File: src/hw/ccp_consts.svh
// Offsets, field positions, reset values and codes of the capture/compare/PWM unit
`ifndef CCP_CONSTS_SVH
`define CCP_CONSTS_SVH
// Register word addresses (consecutive, one per register)
`define CCP_OFS_CONTROL_ONE_LOW 4'h0
`define CCP_OFS_OUTPUT_CONTROL_HIGH 4'h1
`define CCP_OFS_COMPARE_CONTROL_TWO 4'h2
`define CCP_OFS_PRIMARY_COMPARE 4'h3
`define CCP_OFS_SECONDARY_COMPARE 4'h4
`define CCP_OFS_STATUS 4'h5
`define CCP_OFS_CAPTURE 4'h6
`define CCP_OFS_TIMER 4'h7
// Field positions
`define CCP_MODE_LSB 0
`define CCP_CAPSEL_BIT 4
`define CCP_CLKSEL_LSB 10
`define CCP_ISEL_LSB 5
`define CCP_FAULT_INPUT_ENABLE_LSB 13
`define CCP_SYNC_LSB 0
`define CCP_TRIGMODE_BIT 7
`define CCP_TRIGGER_ENABLE_BIT 8
`define CCP_SSA_LSB 2
`define CCP_SSB_LSB 0
`define CCP_STEER_LSB 8
`define CCP_OSC_LSB 12
`define CCP_OUTPUT_TRIGGER_GATE_BIT 15
// Reset values
`define CCP_RESET_WORD 16'h0000
`define CCP_SELF_SYNC 5'h1f
`define CCP_PSS_ACTIVE 2'h3
`define CCP_PSS_INACTIVE 2'h2
`define CCP_READ_UNMAPPED 32'h0000_0000
`endif

File: src/hw/ccp_pkg.sv
// Types shared by the capture/compare/PWM unit
package ccp_pkg;
  typedef enum logic [3:0] {
    MODE_TIMER = 4'h0, MODE_SET_HIGH = 4'h1, MODE_SET_LOW = 4'h2, MODE_TOGGLE = 4'h3,
    MODE_DUAL = 4'h4, MODE_DUAL_BUF = 4'h5, MODE_CENTRE = 4'h6, MODE_VFREQ = 4'h7,
    MODE_EXT = 4'hf
  } compare_mode_e;
  typedef struct packed {
    logic [3:0] address;
    logic read;
    logic write;
    logic [31:0] writedata;
  } bus_req_s;
  typedef struct packed {
    logic [5:0] pin_out;
    logic [5:0] pin_oe;
  } pin_drive_s;
endpackage : ccp_pkg

File: src/hw/ccp_edge_detect.sv
// Edge detector and prescaled event counter for capture input
`timescale 1ns/1ps
module ccp_edge_detect (
  // Clock and reset
  input wire logic i_core_clk,
  input wire logic i_srst,
  // Control
  input wire logic [3:0] i_mode,
  input wire logic i_enable,
  input wire logic i_level,
  // Event
  output logic o_event
);
  logic last_level;
  logic [3:0] edge_count;
  logic next_last_level;
  logic [3:0] next_edge_count;
  logic rise;
  logic fall;

  // Event selection by mode, reserved codes never fire
  always_comb begin
    rise = i_level & ~last_level;
    fall = ~i_level & last_level;
    next_last_level = i_level;
    next_edge_count = edge_count;
    o_event = 1'b0;
    if (i_enable) begin
      unique case (i_mode)
        4'h0, 4'h3: o_event = rise | fall;
        4'h1: o_event = rise;
        4'h2: o_event = fall;
        4'h4, 4'h5: begin
          // Prescaled rising edges counted, wrap at 4 or 16
          if (rise) begin
            next_edge_count = edge_count + 4'h1;
            o_event = (i_mode == 4'h4) ? (edge_count[1:0] == 2'h3) : (edge_count == 4'hf);
          end
        end
        default: o_event = 1'b0;
      endcase
    end else begin
      next_edge_count = 4'h0;
    end
  end

  // State registers
  always_ff @(posedge i_core_clk) begin
    if (i_srst) begin
      last_level <= 1'b0;
      edge_count <= 4'h0;
    end else begin
      last_level <= next_last_level;
      edge_count <= next_edge_count;
    end
  end
endmodule : ccp_edge_detect

File: src/hw/ccp_output_steer.sv
// Output steering, polarity-free shutdown handling and pin enables
`timescale 1ns/1ps
`include "ccp_consts.svh"
module ccp_output_steer (
  // Clock and reset
  input wire logic i_core_clk,
  input wire logic i_srst,
  // Controls
  input wire logic [2:0] i_steer,
  input wire logic [1:0] i_ss_a,
  input wire logic [1:0] i_ss_b,
  input wire logic i_shutdown,
  input wire logic i_gate,
  input wire logic i_wave,
  input wire logic i_active,
  // Pins
  output ccp_pkg::pin_drive_s o_pins
);
  ccp_pkg::pin_drive_s next_pins;
  logic [5:0] pattern;

  // Steering per mode, group A = pins 0,2,4, group B = 1,3,5
  always_comb begin
    pattern = 6'h00;
    unique case (i_steer)
      3'h0: pattern = {5'h00, i_wave};
      3'h1: pattern = {4'h0, ~i_wave, i_wave};
      3'h2: pattern = {4'h0, ~i_wave, i_wave};
      3'h4: pattern = {2'h0, i_wave, 3'h0};
      3'h5: pattern = {5'h00, i_wave};
      3'h6: pattern = {6{i_wave}};
      default: pattern = 6'h00;
    endcase
    // Idle, capture and reserved modes keep all pins low with their enables off
    next_pins.pin_out = i_active ? pattern : 6'h00;
    next_pins.pin_oe = i_active ? 6'h3f : 6'h00;
    if (i_shutdown) begin
      // Per-group shutdown states; high impedance just drops the enable
      for (int g = 0; g < 6; g++) begin
        if ((g % 2) == 0) begin
          next_pins.pin_out[g] = (i_ss_a == `CCP_PSS_ACTIVE);
          next_pins.pin_oe[g] = i_ss_a[1];
        end else begin
          next_pins.pin_out[g] = (i_ss_b == `CCP_PSS_ACTIVE);
          next_pins.pin_oe[g] = i_ss_b[1];
        end
      end
    end else if (!i_gate) begin
      next_pins.pin_oe = 6'h00;
      next_pins.pin_out = 6'h00;
    end
  end

  // Pins come from flops
  always_ff @(posedge i_core_clk) begin
    if (i_srst) begin
      o_pins <= '0;
    end else begin
      o_pins <= next_pins;
    end
  end
endmodule : ccp_output_steer

File: src/hw/capture_compare_pwm_unit.sv
// Capture/compare/PWM unit with Avalon-MM register slave
`timescale 1ns/1ps
`include "ccp_consts.svh"
module capture_compare_pwm_unit (
  // Clock and reset
  input wire logic i_core_clk,
  input wire logic i_srst,
  // Avalon-MM slave
  input wire logic [3:0] i_avs_address,
  input wire logic i_avs_read,
  input wire logic i_avs_write,
  input wire logic [31:0] i_avs_writedata,
  output logic [31:0] o_avs_readdata,
  output logic o_avs_waitrequest,
  // Clock sources: one-cycle tick pulses, index 0 is the core clock
  input wire logic [7:0] i_clock_ticks,
  // Capture, external and trigger inputs
  input wire logic i_capture_in,
  input wire logic [7:0] i_external_sources,
  input wire logic [31:0] i_sync_sources,
  input wire logic [2:0] i_fault_in,
  // Output pins
  output logic [5:0] o_pin,
  output logic [5:0] o_pin_oe,
  // Event pulse
  output logic o_compare_event
);
  // Registers
  logic [15:0] ccp_control_one_low;
  logic [15:0] ccp_output_control_high;
  logic [15:0] compare_control_two;
  logic [15:0] primary_compare_value;
  logic [15:0] secondary_compare_value;
  logic [15:0] shadow_duty;
  logic [15:0] shadow_period;
  logic [15:0] timer;
  logic [15:0] capture_value;
  logic wave;
  logic armed;
  logic triggered;
  logic fault_latched;
  logic [2:0] extend_left;
  logic bus_done;
  logic [31:0] readdata;
  logic next_bus_done;
  logic [31:0] next_readdata;
  logic [15:0] next_control_one;
  logic [15:0] next_output_control;
  logic [15:0] next_control_two;
  logic [15:0] next_primary;
  logic [15:0] next_secondary;
  logic [15:0] next_shadow_duty;
  logic [15:0] next_shadow_period;
  logic [15:0] next_timer;
  logic [15:0] next_capture_value;
  logic next_wave;
  logic next_armed;
  logic next_triggered;
  logic next_fault_latched;
  logic [2:0] next_extend_left;
  logic next_compare_event;
  logic compare_event;
  // Decoded fields
  logic [3:0] mode;
  logic capture_function_select;
  logic [2:0] compare_clock_select;
  logic [2:0] external_input_select;
  logic [2:0] fault_input_enable;
  logic [4:0] sync_source_select;
  logic trigger_mode_bit;
  logic trigger_enable;
  logic output_trigger_gate;
  logic [2:0] one_shot_extend_count;
  logic [2:0] output_steering_mode;
  logic [1:0] shutdown_state_group_a;
  logic [1:0] shutdown_state_group_b;
  logic tick;
  logic capture_event;
  logic sync_hit;
  logic period_end;
  logic shutdown;
  logic out_active;
  logic reserved_mode;
  ccp_pkg::pin_drive_s pins;
  ccp_pkg::bus_req_s req;

  // Field decode
  assign mode = ccp_control_one_low[`CCP_MODE_LSB +: 4];
  assign capture_function_select = ccp_control_one_low[`CCP_CAPSEL_BIT];
  assign compare_clock_select = ccp_control_one_low[`CCP_CLKSEL_LSB +: 3];
  assign external_input_select = ccp_control_one_low[`CCP_ISEL_LSB +: 3];
  assign fault_input_enable = ccp_control_one_low[`CCP_FAULT_INPUT_ENABLE_LSB +: 3];
  assign sync_source_select = compare_control_two[`CCP_SYNC_LSB +: 5];
  assign trigger_mode_bit = compare_control_two[`CCP_TRIGMODE_BIT];
  assign trigger_enable = compare_control_two[`CCP_TRIGGER_ENABLE_BIT];
  assign output_trigger_gate = ccp_output_control_high[`CCP_OUTPUT_TRIGGER_GATE_BIT];
  assign one_shot_extend_count = ccp_output_control_high[`CCP_OSC_LSB +: 3];
  assign output_steering_mode = ccp_output_control_high[`CCP_STEER_LSB +: 3];
  assign shutdown_state_group_a = ccp_output_control_high[`CCP_SSA_LSB +: 2];
  assign shutdown_state_group_b = ccp_output_control_high[`CCP_SSB_LSB +: 2];
  assign req = '{address: i_avs_address, read: i_avs_read, write: i_avs_write, writedata: i_avs_writedata};

  // Counting tick from selected prescaler pulse, never the timer's rollover
  assign tick = i_clock_ticks[compare_clock_select];
  // Self-sync resets on own period; otherwise the chosen source
  assign sync_hit = (sync_source_select == `CCP_SELF_SYNC) ? (timer >= shadow_period)
                    : i_sync_sources[sync_source_select];
  assign period_end = tick & sync_hit;
  assign shutdown = |(i_fault_in & fault_input_enable) | fault_latched;
  assign reserved_mode = ~capture_function_select & (mode[3] & (mode != 4'hf));
  assign out_active = ~capture_function_select & (mode != 4'h0) & ~reserved_mode;

  // Capture event engine
  ccp_edge_detect u_edge (
    .i_core_clk(i_core_clk),
    .i_srst(i_srst),
    .i_mode(mode),
    .i_enable(capture_function_select),
    .i_level(i_capture_in),
    .o_event(capture_event)
  );

  // Bus slave: one wait cycle then answer; unmapped reads zero
  always_comb begin
    next_bus_done = (req.read | req.write) & ~bus_done;
    next_readdata = readdata;
    next_control_one = ccp_control_one_low;
    next_output_control = ccp_output_control_high;
    next_control_two = compare_control_two;
    next_primary = primary_compare_value;
    next_secondary = secondary_compare_value;
    if (req.read & ~bus_done) begin
      unique case (req.address)
        `CCP_OFS_CONTROL_ONE_LOW: next_readdata = {16'h0000, ccp_control_one_low};
        `CCP_OFS_OUTPUT_CONTROL_HIGH: next_readdata = {16'h0000, ccp_output_control_high & 16'hf73f};
        `CCP_OFS_COMPARE_CONTROL_TWO: next_readdata = {16'h0000, compare_control_two};
        `CCP_OFS_PRIMARY_COMPARE: next_readdata = {16'h0000, primary_compare_value};
        `CCP_OFS_SECONDARY_COMPARE: next_readdata = {16'h0000, secondary_compare_value};
        `CCP_OFS_STATUS: next_readdata = {27'h0, shutdown, triggered, armed, wave, compare_event};
        `CCP_OFS_CAPTURE: next_readdata = {16'h0000, capture_value};
        `CCP_OFS_TIMER: next_readdata = {16'h0000, timer};
        default: next_readdata = `CCP_READ_UNMAPPED;
      endcase
    end
    if (req.write & ~bus_done) begin
      unique case (req.address)
        // Unused bits are not stored, so they read back as zero
        `CCP_OFS_CONTROL_ONE_LOW: next_control_one = req.writedata[15:0] & 16'hfcff;
        `CCP_OFS_OUTPUT_CONTROL_HIGH: next_output_control = req.writedata[15:0] & 16'hf73f;
        `CCP_OFS_COMPARE_CONTROL_TWO: next_control_two = req.writedata[15:0] & 16'h019f;
        `CCP_OFS_PRIMARY_COMPARE: next_primary = req.writedata[15:0];
        `CCP_OFS_SECONDARY_COMPARE: next_secondary = req.writedata[15:0];
        default: next_primary = primary_compare_value;
      endcase
    end
  end

  // Timer, shadows, waveform and one-shot state
  always_comb begin
    next_timer = timer;
    next_shadow_duty = shadow_duty;
    next_shadow_period = shadow_period;
    next_capture_value = capture_value;
    next_wave = wave;
    next_armed = armed;
    next_triggered = triggered;
    next_extend_left = extend_left;
    next_compare_event = 1'b0;
    next_fault_latched = fault_latched | |(i_fault_in & fault_input_enable);
    if (req.write & ~bus_done & (req.address == `CCP_OFS_CONTROL_ONE_LOW)) begin
      // A fault in the rearm cycle still latches: set wins over clear
      next_fault_latched = |(i_fault_in & fault_input_enable);
      next_armed = 1'b1;
      next_triggered = 1'b0;
    end
    // Trigger arrives from selected source when triggered mode chosen
    if (trigger_mode_bit & trigger_enable & i_sync_sources[sync_source_select]) begin
      next_triggered = 1'b1;
    end
    if (capture_event) begin
      next_capture_value = timer;
      next_compare_event = 1'b1;
    end
    if (tick) begin
      next_timer = timer + 16'h0001;
      if (period_end) begin
        next_timer = 16'h0000;
        // Shadows only reload at period boundary
        next_shadow_duty = primary_compare_value;
        next_shadow_period = secondary_compare_value;
        if (extend_left != 3'h0) begin
          next_extend_left = extend_left - 3'h1;
        end
      end
      if (!capture_function_select) begin
        unique case (mode)
          // Set and clear are single-shot; toggle keeps running every match
          4'h1, 4'h2, 4'h3: if ((armed || mode == 4'h3) && timer == primary_compare_value) begin
            next_compare_event = 1'b1;
            next_armed = 1'b0;
            next_wave = (mode == 4'h1) ? 1'b1 : (mode == 4'h2) ? 1'b0 : ~wave;
          end
          4'h4: begin
            // Unbuffered dual edge uses live registers
            if (timer == primary_compare_value) next_wave = 1'b1;
            if (timer == secondary_compare_value) begin
              next_wave = 1'b0;
              next_compare_event = 1'b1;
            end
          end
          4'h5: begin
            // Edge-aligned PWM from shadows
            if (period_end) next_wave = 1'b1;
            else if (timer == shadow_duty && extend_left == 3'h0) begin
              next_wave = 1'b0;
              next_compare_event = 1'b1;
              next_extend_left = one_shot_extend_count;
            end
          end
          4'h6: begin
            // Centre-aligned: high between duty and period minus duty
            next_wave = (timer >= shadow_duty) && (timer < shadow_period - shadow_duty);
            next_compare_event = period_end;
          end
          4'h7: if (timer == shadow_duty) begin
            next_timer = 16'h0000;
            next_wave = ~wave;
            next_compare_event = 1'b1;
          end
          4'hf: next_wave = i_external_sources[external_input_select];
          default: next_wave = 1'b0;
        endcase
      end
    end
    if (capture_function_select | reserved_mode) begin
      next_wave = 1'b0;
    end
  end

  // Register update
  always_ff @(posedge i_core_clk) begin
    if (i_srst) begin
      bus_done <= 1'b0;
      readdata <= 32'h0;
      ccp_control_one_low <= `CCP_RESET_WORD;
      ccp_output_control_high <= `CCP_RESET_WORD;
      compare_control_two <= `CCP_RESET_WORD;
      primary_compare_value <= `CCP_RESET_WORD;
      secondary_compare_value <= `CCP_RESET_WORD;
      shadow_duty <= `CCP_RESET_WORD;
      shadow_period <= `CCP_RESET_WORD;
      timer <= `CCP_RESET_WORD;
      capture_value <= `CCP_RESET_WORD;
      wave <= 1'b0;
      armed <= 1'b0;
      triggered <= 1'b0;
      fault_latched <= 1'b0;
      extend_left <= 3'h0;
      compare_event <= 1'b0;
    end else begin
      bus_done <= next_bus_done;
      readdata <= next_readdata;
      ccp_control_one_low <= next_control_one;
      ccp_output_control_high <= next_output_control;
      compare_control_two <= next_control_two;
      primary_compare_value <= next_primary;
      secondary_compare_value <= next_secondary;
      shadow_duty <= next_shadow_duty;
      shadow_period <= next_shadow_period;
      timer <= next_timer;
      capture_value <= next_capture_value;
      wave <= next_wave;
      armed <= next_armed;
      triggered <= next_triggered;
      fault_latched <= next_fault_latched;
      extend_left <= next_extend_left;
      compare_event <= next_compare_event;
    end
  end

  // Output stage; fault interrupt left to software
  ccp_output_steer u_steer (
    .i_core_clk(i_core_clk),
    .i_srst(i_srst),
    .i_steer(output_steering_mode),
    .i_ss_a(shutdown_state_group_a),
    .i_ss_b(shutdown_state_group_b),
    .i_shutdown(shutdown & out_active),
    .i_gate(~(output_trigger_gate & trigger_mode_bit) | triggered),
    .i_wave(wave),
    .i_active(out_active),
    .o_pins(pins)
  );

  assign o_pin = pins.pin_out;
  assign o_pin_oe = pins.pin_oe;
  assign o_compare_event = compare_event;
  assign o_avs_readdata = readdata;
  // Waitrequest high until the answer cycle
  assign o_avs_waitrequest = (i_avs_read | i_avs_write) & ~bus_done;
endmodule : capture_compare_pwm_unit

File: config.mk
export PLATFORM = sky130hd
export DESIGN_NAME = capture_compare_pwm_unit
export DESIGN_NICKNAME = d
export VERILOG_FILES = /design/src/hw/ccp_pkg.sv /design/src/hw/ccp_edge_detect.sv /design/src/hw/ccp_output_steer.sv /design/src/hw/capture_compare_pwm_unit.sv
export VERILOG_INCLUDE_DIRS = /design/src /design/src/hw
export SDC_FILE = /design/constraint.sdc
export NUM_CORES = 1
export LEC_CHECK = 0
export ABC_AREA = 0
export BUFFER_PORTS_ARGS = -buffer_cell sky130_fd_sc_hd__buf_2
export CAP_MARGIN = 20
export CORE_MARGIN = 4
export CORE_UTILIZATION = 40
export DETAILED_ROUTE_END_ITERATION = 12
export GPL_TIMING_DRIVEN = 0
export PLACE_DENSITY_LB_ADDON = 0.1
export SLEW_MARGIN = 20
export SYNTH_ARGS = -nofsm -noshare
export SYNTH_HDL_FRONTEND = slang
export SYNTH_SLANG_ARGS = --single-unit
File: constraint.sdc
create_clock -name i_core_clk -period 7.67 [get_ports i_core_clk]
set_input_delay 1.534 -clock i_core_clk [delete_from_list [all_inputs] [get_ports i_core_clk]]
set_output_delay 1.534 -clock i_core_clk [all_outputs]
set_load 0.01 [all_outputs]
==> impl_metrics.yaml <==
yosys:
  yosysTopAreaCellShare: 0.341
  synth_area_leaders: "dfxtp_1 (34%), ha_1 (8.7%), nand2_1 (6.4%)"
  seq_area_frac_synth: 0.341
  synth.area.mux_share: 0.0902
  ys_warn_count: 0
  async_flop_share: 0
  syn_area_per_cell_sq_um: 8.26
  synthFlopType: "dfxtp_1"
  synth_simple_gate_area_share: 0.194
  synthCells: 1188
  netlist_area_sq_mm: 0.00981
  synth_compound_area_frac: 0.161
  synth_xor_area_frac: 0.0571
  synth_top_family_by_area: "simple AND/OR/NAND/NOR gates"
  synth_top_area_cell: "dfxtp_1"
  synth-edff-count: 0
  synth_seq_cells: 167
  synthAdderAreaFrac: 0.0888
  yosys.cell_types.count: 70
routing:
  vias: 9001
  route.met3.wl_um: 1780
  route.top_layer_used: "met4"
  drc: 0
  drt-initial-drc-count: 744
  drt-total-wl_um: 32600
  antenna_left: 0
  wl_met2_um: 14800
  avgRoutedWirePerCell_um: 19.6
  wl_met1_um: 15000
  dr.pass1.iters: 6
  vias_per_cell: 5.42
timing:
  fmax_ghz: 0.235
  tightestPinTransition_ns: 1.09
  setup_tns_ns: 0
  holdWs_ns: 0.452
  post-route-min-period_ns: 4.25
  slew_headroom: 0.270
  slew_viol_final: 0
  grt_setup_unrepaired: "no"
  hold_viol_final: 0
  setup_viol: 0
  fin_skew_ns: 0.0107
  period_share: 0.554
worst_hold_path:
  hp-class: "register to register"
  min_delay_path_depth: 2
  min_from: "fault_latched$_SDFF_PP0_"
  min_to: "fault_latched$_SDFF_PP0_"
setup_path:
  ff2ff_setup_slack_ns: 3.42
  cp-end-kind: "register"
  critPathKind: "register to register"
  worst-path-buf-inv: 1
  cp.required_ns: 8.03
  crit_chain: "inv_1 > ha_1 > o21ai_0 > a21oi_1 > nor3_1 > o31a_1 > a21oi_1 > a41o_1 > o41ai_1 > xnor2_1 > ha_1 > nor4_1 > o2111ai_1 > a21o_1 > o2111a_1 > nor3_1"
  rr_endpoint: "wave$_SDFFE_PP0P_"
  critPathMaxStageDelay_ns: 0.59
  cp_slowest_cell: "nor4_1"
  cp_max_fo: 4
  worstRegToRegCells: 16
  cp.arrival_ns: 4.61
  rr_startpoint: "shadow_duty[2]$_SDFFE_PP0P_"
  critPathLaunchType: "register"
  path_delay_family: "compound AO/OA/AOI/OAI gates"
global_routing:
  grt_max_degree: 18
  grt_pass1_vias: 8897
  antenna_found_initial: 1
  grt_pass1_wl_um: 51000
  grt_overflow: 0
  gr-usage-all-layers: 0.245
final_layout:
  area_growth_pct: 16.5
  fin_nets: 1486
  drive_gt1_frac: 0.150
  diodes: 0
  post-route-util: 0.472
  fin_area_sq_mm: 0.0114
clock_network:
  path_clk_slew_ns: 0.07
  cts_sinks: 167
  cts.repair.resized: 0
  cts_setup_buffers: 0
  root_buffer: "clkbuf_16"
  cts_buffers: 17
  clock_latency_ns: 0.44
  cts_tree: "done"
  htree_levels: 4
  clock_path_buffers: 2
  holdBufCountCts: 0
placed_design:
  dp_hpwl_um: 25900
  place_area_sq_mm: 0.0108
  place_congestion: 0.897
  portBuffers: 103
run:
  max-cap-violations: 0
power:
  p_per_area_mw_per_mm2: 178
  vdd.ir_drop.worst_v: 0.000161
  fin_total_pwr_mw: 2.04
  cellLeakagePower_nw: 4.83
run_status:
  run_status: "finished, final reports clean"
floorplan:
  die_height_um: 165
  row_count: 57
  start_util: 0.405
  die_width_um: 165
  core-area_sq_mm: 0.0242
  die_area_sq_mm: 0.0271
  pin_count: 138
[per-stage QoR]
stage	worst slack [ns]	instances
after floorplan	4.14	1203
after global placement	3.40	1630
after detailed placement	3.30	1630
after CTS	3.29	1662
after global routing	3.12	1662
final	3.42	1662
[Yosys cell counts, types with 3 or more instances]
| cell type | instances |
|---|---|
| nand3_1 | 38 |
| xor2_1 | 50 |
| nor2b_1 | 13 |
| buf_2 | 6 |
| and2_1 | 4 |
| buf_4 | 23 |
| ha_1 | 68 |
| mux2_2 | 4 |
| nor4_1 | 11 |
| o211ai_1 | 4 |
| nor3b_1 | 4 |
| nor2_2 | 10 |
| or3_1 | 3 |
| nand2_1 | 168 |
| buf_6 | 5 |
| a311oi_1 | 7 |
| nor3_1 | 17 |
| a21o_1 | 8 |
| xnor2_1 | 14 |
| dfxtp_1 | 167 |
| nor2_1 | 117 |
| a31oi_1 | 3 |
| a22oi_1 | 22 |
| clkbuf_1 | 60 |
| o22ai_1 | 3 |
| a21oi_1 | 106 |
| nand4_1 | 12 |
| mux4_1 | 3 |
| inv_1 | 49 |
| mux4_2 | 7 |
| nand3b_1 | 3 |
| o21bai_1 | 4 |
| and3_1 | 7 |
| mux2i_1 | 58 |
| a222oi_1 | 8 |
| a22o_1 | 3 |
| a221oi_1 | 17 |
| nand2b_1 | 9 |
| o21ai_0 | 32 |
| a211oi_1 | 6 |
[registers in the layout (all words and copies together), names as in the netlist, 14 cells and up]
name	flops
shadow_period	16
o_avs_readdata	16
secondary_compare_value	16
primary_compare_value	16
ccp_control_one_low	14
capture_value	16
shadow_duty	16
timer	16
[cell usage in the layout (no fill, tap or decap), types with 14 or more instances in the layout]
| cell | n |
|---|---|
| a21oi_1 | 106 |
| a221oi_1 | 17 |
| a22oi_1 | 22 |
| buf_2 | 109 |
| buf_4 | 23 |
| clkbuf_1 | 60 |
| clkbuf_16 | 17 |
| conb_1 | 16 |
| dfxtp_1 | 167 |
| ha_1 | 68 |
| inv_1 | 49 |
| mux2i_1 | 58 |
| nand2_1 | 168 |
| nand3_1 | 38 |
| nor2_1 | 117 |
| nor3_1 | 15 |
| o21ai_0 | 32 |
| xnor2_1 | 14 |
| xor2_1 | 50 |
[how the worst max path moves through the flow]
stage | depth (start not counted) | endpoint | slack [ns] | from
after global placement | 16 | wave$_SDFFE_PP0P_ | 3.40 | shadow_duty[2]$_SDFFE_PP0P_
final | 16 | wave$_SDFFE_PP0P_ | 3.42 | shadow_duty[2]$_SDFFE_PP0P_
after detailed placement | 16 | wave$_SDFFE_PP0P_ | 3.30 | shadow_duty[2]$_SDFFE_PP0P_
after floorplan | 19 | wave$_SDFFE_PP0P_ | 4.14 | shadow_duty[0]$_SDFFE_PP0P_
after global routing | 16 | wave$_SDFFE_PP0P_ | 3.12 | shadow_duty[2]$_SDFFE_PP0P_
after CTS | 16 | wave$_SDFFE_PP0P_ | 3.29 | shadow_duty[2]$_SDFFE_PP0P_
[tightest hold or removal path: cells and delay by family (launching register included)]
| family | cells | cell delay [ns] |
|---|---|---|
| AO/OA/AOI/OAI | 1 | 0.05 |
| AND/OR/NAND/NOR | 1 | 0.05 |
| flip-flops | 1 | 0.31 |
[routing by layer]
metal / global-route usage / vias up
met5: 0 / -
met4: 0.0817 / 0
met3: 0.0389 / 58
met2: 0.397 / 282
met1: 0.332 / 4243
li1: - / 4418
[area by class of cell]
cell class | instances | area (sq um)
Tap cell | 324 | 405
Buffer | 95 | 488
Sequential cell | 167 | 3340
Multi-Input combinational cell | 892 | 5860
Timing Repair Buffer | 103 | 515
Fill cell | 2448 | 12800
Clock buffer | 17 | 425
Inverter | 49 | 184
Clock inverter | 15 | 210
[kinds of logic after synthesis]
| family | count (synthesis) |
|---|---|
| simple gates | 425 |
| compound gates | 245 |
| flops | 167 |
| buf+inv | 144 |
| mux | 73 |
| fa+ha+maj | 69 |
| xor+xnor | 64 |
| other cells | 1 |
[report_power, final]
| group | internal, mW | total, mW | switching, mW |
|---|---|---|---|
| registers | 0.879 | 0.892 | 0.0131 |
| logic | 0.0814 | 0.210 | 0.129 |
| clock network | 0.528 | 0.936 | 0.408 |
| total | 1.49 | 2.04 | 0.549 |
(Power assumes the default switching activity.)
